[src/design/supervisor_pkg.sv]
// Purpose: shared constants for the alarm stop and power sag supervisor
// Assumes: one 100 MHz clock, synchronous active-high reset
// Notes:   register offsets are word indices on the plain register port
package supervisor_pkg;

  // clock and time base
  localparam int CLK_HZ = 100_000_000;
  localparam int MS_PER_TICK = 1;
  localparam int CYCLES_PER_MS = CLK_HZ / 1000 * MS_PER_TICK;

  // register port widths
  localparam int ADDR_W = 4;
  localparam int DATA_W = 16;

  // register indices
  localparam logic [3:0] REG_CTRL = 4'h0;
  localparam logic [3:0] REG_HOLD = 4'h1;
  localparam logic [3:0] REG_SAG_LIMIT = 4'h2;
  localparam logic [3:0] REG_SAG_RELEASE = 4'h3;
  localparam logic [3:0] REG_STATUS = 4'h4;

  // control register field positions
  localparam int OFF_SEL_LSB = 0;
  localparam int GR2_SEL_BIT = 4;
  localparam int UV_MODE_LSB = 8;
  localparam int CTL_MODE_LSB = 12;

  // value ranges and values after reset
  localparam logic [9:0] HOLD_MIN = 10'h014;
  localparam logic [9:0] HOLD_MAX = 10'h3e8;
  localparam logic [9:0] HOLD_RESET = 10'h014;
  localparam logic [6:0] SAG_LIMIT_MAX = 7'h64;
  localparam logic [6:0] SAG_LIMIT_RESET = 7'h32;
  localparam logic [9:0] RELEASE_MAX = 10'h3e8;
  localparam logic [9:0] RELEASE_RESET = 10'h064;
  localparam logic [6:0] FULL_TORQUE = 7'h64;

  // stop selection codes
  typedef enum logic [1:0]
  {
    OFF_BRK_BRK = 2'b00,
    OFF_BRK_COAST = 2'b01,
    OFF_COAST_COAST = 2'b10
  } off_stop_type;

  // undervoltage limit modes
  typedef enum logic [1:0]
  {
    UV_NONE = 2'b00,
    UV_HOST = 2'b01,
    UV_DRIVE = 2'b10
  } uv_mode_type;

  // control modes
  typedef enum logic [1:0]
  {
    CTL_POSITION = 2'b00,
    CTL_SPEED = 2'b01,
    CTL_TORQUE = 2'b10
  } ctl_mode_type;

  // stop sequencer states
  typedef enum logic [2:0]
  {
    ST_RUN = 3'b000,
    ST_ZERO_SPEED = 3'b001,
    ST_BRK_STOP = 3'b010,
    ST_COAST_STOP = 3'b011,
    ST_BRK_HOLD = 3'b100,
    ST_COAST_HOLD = 3'b101
  } stop_state_type;

endpackage : supervisor_pkg

[src/design/alarm_stop_and_power_sag_supervisor.sv]
// Purpose: alarm stop selection, power cut ride-through, sag torque limit
// Assumes: all inputs synchronous to clk_i; motor_stopped_i from speed loop
// Notes:   registers reached over a plain address/strobe port
`timescale 1ns/1ns
`default_nettype none
module alarm_stop_and_power_sag_supervisor
#(
  parameter int CYCLES_PER_MS = supervisor_pkg::CYCLES_PER_MS
)
(
  // clock and reset
  input wire logic clk_i,
  input wire logic rst_i,
  // register port
  input wire logic [supervisor_pkg::ADDR_W-1:0] addr_i,
  input wire logic [supervisor_pkg::DATA_W-1:0] wdata_i,
  input wire logic wr_i,
  input wire logic rd_i,
  output logic [supervisor_pkg::DATA_W-1:0] rdata_o,
  // alarm and command inputs
  input wire logic group1_alarm_i,
  input wire logic group2_alarm_i,
  input wire logic undervoltage_alarm_i,
  input wire logic servo_off_cmd_i,
  // supply monitors
  input wire logic main_power_ok_i,
  input wire logic control_power_ok_i,
  input wire logic dc_bus_low_i,
  // motor feedback
  input wire logic motor_stopped_i,
  // drive controls
  output logic motor_power_on_o,
  output logic dynamic_brake_o,
  output logic zero_speed_ref_o,
  output logic servo_ready_out_o,
  // undervoltage warning and torque limit
  output logic undervoltage_warning_o,
  output logic torque_limit_active_o,
  output logic [6:0] torque_limit_o
);
  import supervisor_pkg::*;

  if (CYCLES_PER_MS < 1)
  begin : g_bad_rate
    $error("CYCLES_PER_MS must be at least 1");
  end

  ////////////////////////////////////////////////////////////////////////////
  // configuration registers

  off_stop_type off_stop_select;
  logic gr2_stop_select;
  uv_mode_type undervoltage_limit_mode;
  ctl_mode_type control_mode;
  logic [9:0] power_cut_hold_time;
  logic [6:0] sag_torque_limit;
  logic [9:0] sag_limit_release_time;

  // write decode
  wire wr_ctrl = wr_i && (addr_i == REG_CTRL);
  wire wr_hold = wr_i && (addr_i == REG_HOLD);
  wire wr_sag = wr_i && (addr_i == REG_SAG_LIMIT);
  wire wr_rel = wr_i && (addr_i == REG_SAG_RELEASE);

  // out-of-range writes clamp so the timers never see an illegal value
  wire [9:0] w10 = wdata_i[9:0];
  wire [6:0] w7 = wdata_i[6:0];
  wire [9:0] hold_clamped = (w10 < HOLD_MIN) ? HOLD_MIN :
                            (w10 > HOLD_MAX) ? HOLD_MAX : w10;
  wire [6:0] sag_clamped = (w7 > SAG_LIMIT_MAX) ? SAG_LIMIT_MAX : w7;
  wire [9:0] rel_clamped = (w10 > RELEASE_MAX) ? RELEASE_MAX : w10;
  wire [1:0] w_off = wdata_i[OFF_SEL_LSB +: 2];
  wire [1:0] w_uv = wdata_i[UV_MODE_LSB +: 2];
  wire [1:0] w_ctl = wdata_i[CTL_MODE_LSB +: 2];

  // code 3 is not a valid selection; it falls back to the reset value
  always_ff @(posedge clk_i)
  begin
    if (rst_i)
    begin
      off_stop_select <= OFF_BRK_BRK;
      gr2_stop_select <= 1'b0;
      undervoltage_limit_mode <= UV_NONE;
      control_mode <= CTL_POSITION;
    end
    else if (wr_ctrl)
    begin
      off_stop_select <= (w_off == 2'h3) ? OFF_BRK_BRK : off_stop_type'(w_off);
      gr2_stop_select <= wdata_i[GR2_SEL_BIT];
      undervoltage_limit_mode <= (w_uv == 2'h3) ? UV_NONE : uv_mode_type'(w_uv);
      control_mode <= (w_ctl == 2'h3) ? CTL_POSITION : ctl_mode_type'(w_ctl);
    end
  end

  // timing and limit values
  always_ff @(posedge clk_i)
  begin
    if (rst_i)
    begin
      power_cut_hold_time <= HOLD_RESET;
      sag_torque_limit <= SAG_LIMIT_RESET;
      sag_limit_release_time <= RELEASE_RESET;
    end
    else
    begin
      if (wr_hold)
        power_cut_hold_time <= hold_clamped;
      if (wr_sag)
        sag_torque_limit <= sag_clamped;
      if (wr_rel)
        sag_limit_release_time <= rel_clamped;
    end
  end

  ////////////////////////////////////////////////////////////////////////////
  // millisecond time base and power cut timer

  logic ms_tick;

  ms_tick_gen #(.CYCLES(CYCLES_PER_MS)) u_ms_tick
  (
    .clk_i(clk_i),
    .rst_i(rst_i),
    .tick_o(ms_tick)
  );

  logic [9:0] cut_ms;
  logic hold_expired;

  // counts ms since main supply loss, saturating at the hold limit
  always_ff @(posedge clk_i)
  begin
    if (rst_i || main_power_ok_i)
      cut_ms <= '0;
    else if (ms_tick && !hold_expired)
      cut_ms <= cut_ms + 1'b1;
  end

  // expiry latched until the supply is back
  always_ff @(posedge clk_i)
  begin
    if (rst_i || main_power_ok_i)
      hold_expired <= 1'b0;
    else if (cut_ms >= power_cut_hold_time)
      hold_expired <= 1'b1;
  end

  ////////////////////////////////////////////////////////////////////////////
  // stop request classification

  // group2 select is meaningless under torque control
  wire gr2_honoured = (control_mode != CTL_TORQUE) && !gr2_stop_select;
  wire zero_speed_req = group2_alarm_i && gr2_honoured;
  // undervoltage alarm stops at once, whatever the hold timer says
  wire group1_req = group1_alarm_i || undervoltage_alarm_i ||
                    (group2_alarm_i && !gr2_honoured);
  // control power loss or an expired cut are an ordinary power-off
  wire power_stop = !control_power_ok_i || hold_expired;
  wire select_req = group1_req || servo_off_cmd_i;
  wire any_cause = power_stop || select_req || zero_speed_req;

  ////////////////////////////////////////////////////////////////////////////
  // stop sequencer

  stop_state_type state;
  stop_state_type next_state;
  logic coast_after;
  logic next_coast_after;

  // after-stop state shared by both alarm groups
  wire stop_hold_coast = (off_stop_select != OFF_BRK_BRK);
  wire [2:0] after_brk = coast_after ? ST_COAST_HOLD : ST_BRK_HOLD;
  wire [2:0] after_zero = stop_hold_coast ? ST_COAST_HOLD : ST_BRK_HOLD;

  always_comb
  begin
    next_state = state;
    next_coast_after = coast_after;
    unique case (state)
      ST_RUN, ST_ZERO_SPEED:
      begin
        if (power_stop)
        begin
          // supply loss always brakes dynamically
          next_state = ST_BRK_STOP;
          next_coast_after = 1'b0;
        end
        else if (select_req)
        begin
          next_coast_after = stop_hold_coast;
          if (off_stop_select == OFF_COAST_COAST)
            next_state = ST_COAST_STOP;
          else
            next_state = ST_BRK_STOP;
        end
        else if (zero_speed_req)
        begin
          if (state == ST_ZERO_SPEED && motor_stopped_i)
            next_state = stop_state_type'(after_zero);
          else
            next_state = ST_ZERO_SPEED;
        end
        else
          next_state = ST_RUN;
      end
      ST_BRK_STOP:
      begin
        if (motor_stopped_i)
          next_state = stop_state_type'(after_brk);
      end
      ST_COAST_STOP:
      begin
        if (motor_stopped_i)
          next_state = ST_COAST_HOLD;
      end
      ST_BRK_HOLD, ST_COAST_HOLD:
      begin
        // recovery once every cause has gone, e.g. main supply back
        if (!any_cause)
          next_state = ST_RUN;
      end
      default:
      begin
        next_state = ST_BRK_STOP;
        next_coast_after = 1'b0;
      end
    endcase
  end

  always_ff @(posedge clk_i)
  begin
    if (rst_i)
    begin
      state <= ST_BRK_HOLD;
      coast_after <= 1'b0;
    end
    else
    begin
      state <= next_state;
      coast_after <= next_coast_after;
    end
  end

  ////////////////////////////////////////////////////////////////////////////
  // drive control outputs, registered from the next state, except ready, from alarms and supplies

  // power is on only while running or decelerating at zero speed
  wire next_power = (next_state == ST_RUN) ||
                    (next_state == ST_ZERO_SPEED);
  wire next_brk = (next_state == ST_BRK_STOP) || (next_state == ST_BRK_HOLD);
  wire next_zero = (next_state == ST_ZERO_SPEED);
  // ready falls on a long cut, lost control power or a live alarm
  wire next_ready = control_power_ok_i && !hold_expired && !group1_req &&
                    !group2_alarm_i;

  always_ff @(posedge clk_i)
  begin
    if (rst_i)
    begin
      motor_power_on_o <= 1'b0;
      dynamic_brake_o <= 1'b1;
      zero_speed_ref_o <= 1'b0;
      servo_ready_out_o <= 1'b0;
    end
    else
    begin
      motor_power_on_o <= next_power;
      dynamic_brake_o <= next_brk;
      zero_speed_ref_o <= next_zero;
      servo_ready_out_o <= next_ready;
    end
  end

  ////////////////////////////////////////////////////////////////////////////
  // undervoltage warning and sag torque limit

  // mode 0 disables detection altogether
  wire warn_now = dc_bus_low_i && (|undervoltage_limit_mode);
  wire drive_mode = (undervoltage_limit_mode == UV_DRIVE);
  logic releasing;
  logic [9:0] release_ms;
  wire release_done = (release_ms >= sag_limit_release_time);

  // release window opens when the warning clears in drive mode
  always_ff @(posedge clk_i)
  begin
    if (rst_i || !drive_mode || warn_now)
      releasing <= 1'b0;
    else if (undervoltage_warning_o)
      releasing <= 1'b1;
    else if (release_done)
      releasing <= 1'b0;
  end

  // ms counted within the release window
  always_ff @(posedge clk_i)
  begin
    if (rst_i || !releasing)
      release_ms <= '0;
    else if (ms_tick && !release_done)
      release_ms <= release_ms + 1'b1;
  end

  // host mode only flags; the host does the limiting itself
  // the old warning bridges the edge before the release window opens
  wire next_limit_on = drive_mode && (warn_now || undervoltage_warning_o ||
                       (releasing && !release_done));
  wire [6:0] next_limit = next_limit_on ? sag_torque_limit : FULL_TORQUE;

  always_ff @(posedge clk_i)
  begin
    if (rst_i)
    begin
      undervoltage_warning_o <= 1'b0;
      torque_limit_active_o <= 1'b0;
      torque_limit_o <= FULL_TORQUE;
    end
    else
    begin
      undervoltage_warning_o <= warn_now;
      torque_limit_active_o <= next_limit_on;
      torque_limit_o <= next_limit;
    end
  end

  ////////////////////////////////////////////////////////////////////////////
  // register read back

  wire [15:0] ctrl_word = {2'h0, control_mode, 2'h0, undervoltage_limit_mode,
                           3'h0, gr2_stop_select, 2'h0, off_stop_select};
  // status shows the sequencer and supply supervision state
  wire [15:0] status_word = {4'h0, torque_limit_active_o,
                             undervoltage_warning_o, servo_ready_out_o,
                             hold_expired, motor_power_on_o, dynamic_brake_o,
                             zero_speed_ref_o, releasing, 1'b0, state};
  wire [15:0] read_mux = (addr_i == REG_CTRL) ? ctrl_word :
                         (addr_i == REG_HOLD) ? {6'h00, power_cut_hold_time} :
                         (addr_i == REG_SAG_LIMIT) ? {9'h000, sag_torque_limit} :
                         (addr_i == REG_SAG_RELEASE) ?
                           {6'h00, sag_limit_release_time} :
                         (addr_i == REG_STATUS) ? status_word : 16'h0000;

  // data stands for exactly the cycle after the read strobe
  always_ff @(posedge clk_i)
  begin
    if (rst_i || !rd_i)
      rdata_o <= '0;
    else
      rdata_o <= read_mux;
  end

endmodule : alarm_stop_and_power_sag_supervisor
`default_nettype wire

[src/design/ms_tick_gen.sv]
// Purpose: one-cycle enable pulse once per millisecond
// Assumes: free-running divider, restarted only by reset
// Notes:   shorten CYCLES for simulation
`timescale 1ns/1ns
`default_nettype none
module ms_tick_gen
#(
  parameter int CYCLES = 100_000
)
(
  // clock and reset
  input wire logic clk_i,
  input wire logic rst_i,
  // tick out
  output logic tick_o
);
  localparam int CW = $clog2(CYCLES + 1);
  localparam logic [CW-1:0] LAST = CW'(CYCLES - 1);

  logic [CW-1:0] count;
  wire at_last = (count == LAST);

  // a zero-length period cannot be counted
  if (CYCLES < 1)
  begin : g_bad_cycles
    $error("ms_tick_gen: CYCLES must be at least 1");
  end

  // divider wraps at the last cycle of each period
  always_ff @(posedge clk_i)
  begin
    if (rst_i || at_last)
      count <= '0;
    else
      count <= count + 1'b1;
  end

  // pulse registered so it is glitch free
  always_ff @(posedge clk_i)
  begin
    if (rst_i)
      tick_o <= 1'b0;
    else
      tick_o <= at_last;
  end
endmodule : ms_tick_gen
`default_nettype wire

[config.mk]
export PLATFORM = sky130hd
export DESIGN_NAME = alarm_stop_and_power_sag_supervisor
export DESIGN_NICKNAME = d
export VERILOG_FILES = /design/src/design/supervisor_pkg.sv /design/src/design/alarm_stop_and_power_sag_supervisor.sv /design/src/design/ms_tick_gen.sv
export SDC_FILE = /design/constraint.sdc
export NUM_CORES = 1
export LEC_CHECK = 0
export BUFFER_PORTS_ARGS = -buffer_cell sky130_fd_sc_hd__buf_2
export CORE_ASPECT_RATIO = 1.2
export CORE_UTILIZATION = 45
export DETAILED_ROUTE_END_ITERATION = 7
export PLACE_DENSITY = 0.67
export SLEW_MARGIN = 20
export SYNTH_ARGS = -nofsm -noshare
export SYNTH_HDL_FRONTEND = slang
export SYNTH_HIERARCHICAL = 1
export SYNTH_SLANG_ARGS = --single-unit
export TNS_END_PERCENT = 20
[constraint.sdc]
create_clock -name clk_i -period 2.7 [get_ports clk_i]
set_input_delay 0 -clock clk_i [delete_from_list [all_inputs] [get_ports clk_i]]
set_output_delay 0 -clock clk_i [all_outputs]
set_load 0.03 [all_outputs]
==> qor.yml <==
post_drt_via_cell_ratio: 5.60
rr_worst_depth: 8
synth_common_cells: "dfxtp_1 (105), nor2_1 (89), nand2_1 (48)"
critPathMaxFanout: 16
p_leak_nw: 2.36
yosys_warnings: 6
clock-root-buffer: "clkbuf_16"
antenna_found_initial: 0
met2_usage: 0.387
place_inst: 764
critPathBufInv: 1
met3_usage: 0.0367
syn_inst: 590
drt_iter0_drc: 242
ir_drop_uv: 402
postRouteWirelength_um: 12400
tns_ns: 0
wl_per_cell_um: 15.7
cts.sinks: 105
status: "finished clean"
clk_pin_slew_ns: 0.07
place_hpwl_um: 9260
rsz0062_at_grt: "no"
cts_tree: "built"
end_kind: "register"
whs_path_depth: 3
antenna_left: 0
die_area_um2: 11800
stdcell_count: 792
final_util: 0.539
clk_latency_ns: 0.35
met1_usage: 0.278
insertedDiodeCount: 0
stdcell_area_um2: 5950
slowest_stage: "or4_1"
path_depth: 8
syn_area_um2: 5090
num_vias: 4436
die-width_um: 99.1
busiest_layer: "met2"
core_region_area_um2: 11000
synthDistinctLibCells: 69
crit_required_ns: 2.98
num_rows: 42
cts_buffers: 9
yosys.area.top_type: "dfxtp_1"
tightest_slew_ns: 0.615
power.density_nw_per_um2: 577
grt_pass1_vias: 4313
timing.fmax_mhz: 422
fp.dieH_um: 119
clk_path_buf_depth: 2
cp_cell_sequence: "inv_1, ha_1, or3b_1, o2111ai_1, a31o_4, a31oi_4, or4_1, a21oi_1"
maxCapViolCount: 0
finalHoldViolations: 0
drc: 0
yosys-top-cells-area: "dfxtp_1 (41%), nor2_1 (6.6%), ha_1 (6.4%), a21oi_1 (4.5%), nand2_1 (3.5%)"
ios: 61
track_usage: 0.227
async_reset_ff_frac: 0
slew_headroom: 0.589
syn_avg_cell_area_um2: 8.63
fin_skew_ns: 0.00560
dr.pass1.iters: 5
critPathLaunchType: "register"
initial_core_util: 0.462
synthFlopType: "dfxtp_1"
period_share: 0.877
fin_nets: 713
synth_edf_count: 0
yosysSeqAreaShare: 0.413
area_growth_pct: 16.8
grt_start_max_net_pins: 34
grt_pass1_wl_um: 20700
path_delay_family: "simple AND/OR/NAND/NOR gates"
io_buffer_count: 54
layout-drive-gt1-share: 0.150
path_class: "reg -> reg"
yosysTopAreaCellShare: 0.413
hold_class: "in -> reg"
gp_congestion: 0.905
slew_viol_final: 0
synth-seq-cells: 105
final-setup-viol-count: 0
cts.htree.levels: 3
crit_arrival_ns: 2.64
grt_overflow: 0
critical-path-max-stage-delay_ns: 0.55
placed_area_um2: 5480
yosysMostFrequentCell: "dfxtp_1"
period_minus_slack_ns: 2.37
## stage by stage
stage                     setup WS, ns  power, mW  hold slack [ns]
after global routing             0.108       3.56           0.0245
after floorplan                  0.609       1.85           0.0716
after detailed placement         0.361       1.95            0.201
final                            0.333       3.43          0.00101
after global placement           0.442       1.95            0.199
after CTS                        0.312       3.45        0.0000761
## sequential cells by signal, summed over array words and instances (netlist names), 2 cells and up
| name | cells |
|---|---|
| release_ms | 10 |
| sag_torque_limit | 7 |
| undervoltage_limit_mode | 2 |
| state | 3 |
| cut_ms | 10 |
| torque_limit_o | 7 |
| control_mode | 2 |
| rdata_o | 14 |
| power_cut_hold_time | 10 |
| off_stop_select | 2 |
| sag_limit_release_time | 10 |
| u_ms_tick/count | 17 |
## area by class of cell
class,count,area [um^2]
Fill cell,1024,5090
Multi-Input combinational cell,436,2790
Clock buffer,11,243
Inverter,31,116
Sequential cell,105,2100
Tap cell,132,165
Timing Repair Buffer,72,435
Clock inverter,5,103
## placed cells by master (no fill, tap or decap), types with 4 or more instances in the layout
cell type | synthesis | layout
nand4_1 | 8 | 8
dlygate4sd3_1 | 0 | 12
o21a_1 | 5 | 5
nor2_1 | 89 | 89
nand3_1 | 17 | 17
o21ai_0 | 14 | 14
and2_1 | 8 | 8
inv_1 | 31 | 31
buf_2 | 6 | 54
a21o_1 | 4 | 4
nor3b_1 | 9 | 9
a21oi_1 | 46 | 46
ha_1 | 26 | 26
a22oi_1 | 7 | 7
nor3_1 | 13 | 13
or3_1 | 7 | 7
xor2_1 | 10 | 10
a211o_1 | 5 | 5
or2_2 | 5 | 5
nor2b_1 | 8 | 8
dfxtp_1 | 105 | 105
and3_1 | 12 | 12
xnor2_1 | 16 | 16
clkbuf_16 | 0 | 9
o31ai_1 | 4 | 4
buf_4 | 2 | 6
a211oi_1 | 6 | 6
nand2_1 | 48 | 48
mux2i_1 | 4 | 4
nor4_2 | 5 | 5
nand2b_1 | 9 | 9
## kinds of logic after synthesis
| logic type | synth area share |
|---|---|
| compound gates | 0.155 |
| xor+xnor | 0.0447 |
| fa+ha+maj | 0.0639 |
| buf+inv | 0.0413 |
| flops | 0.413 |
| mux | 0.00786 |
| other cells | 0.000736 |
| simple gates | 0.273 |
## what timing repair did
item	in CTS	in global routing
setup buffers	0	0
hold buffers	12	0
resized for setup	0	0
endpoints found under the hold margin	20	0
## final timing paths
path                             from           endpoint  slack, ns
setup reg to reg        release_ms[0]      release_ms[5]       0.33
hold / removal     control_power_ok_i  servo_ready_out_o      0.001
setup / recovery        release_ms[0]      release_ms[5]       0.33
hold reg to reg   sag_torque_limit[5]  torque_limit_o[5]       0.47
## routing by layer
layer / part of all wire / routed length (um) / vias up
met5: 0 / 0 / -
met4: 0.027 / 330 / 0
met3: 0.034 / 427 / 22
met2: 0.49 / 6140 / 106
met1: 0.44 / 5520 / 2113
li1: - / - / 2195
## where the power goes
part           internal, mW  switching, mW
clock                 0.930          0.566
sequential             1.58         0.0328
combinational         0.120          0.204
total                  2.63          0.803
## worst register-to-register path: cells and delay by family, from the launching register on
kind,cells,cell delay (ns)
DFF,1,0.37
and+or+nand+nor,2,0.92
AOI/OAI and AO/OA,4,0.66
adders and majority gates,1,0.27
buffers and inverters,1,0.08
No activity file was read; power rests on OpenSTA's default activity.
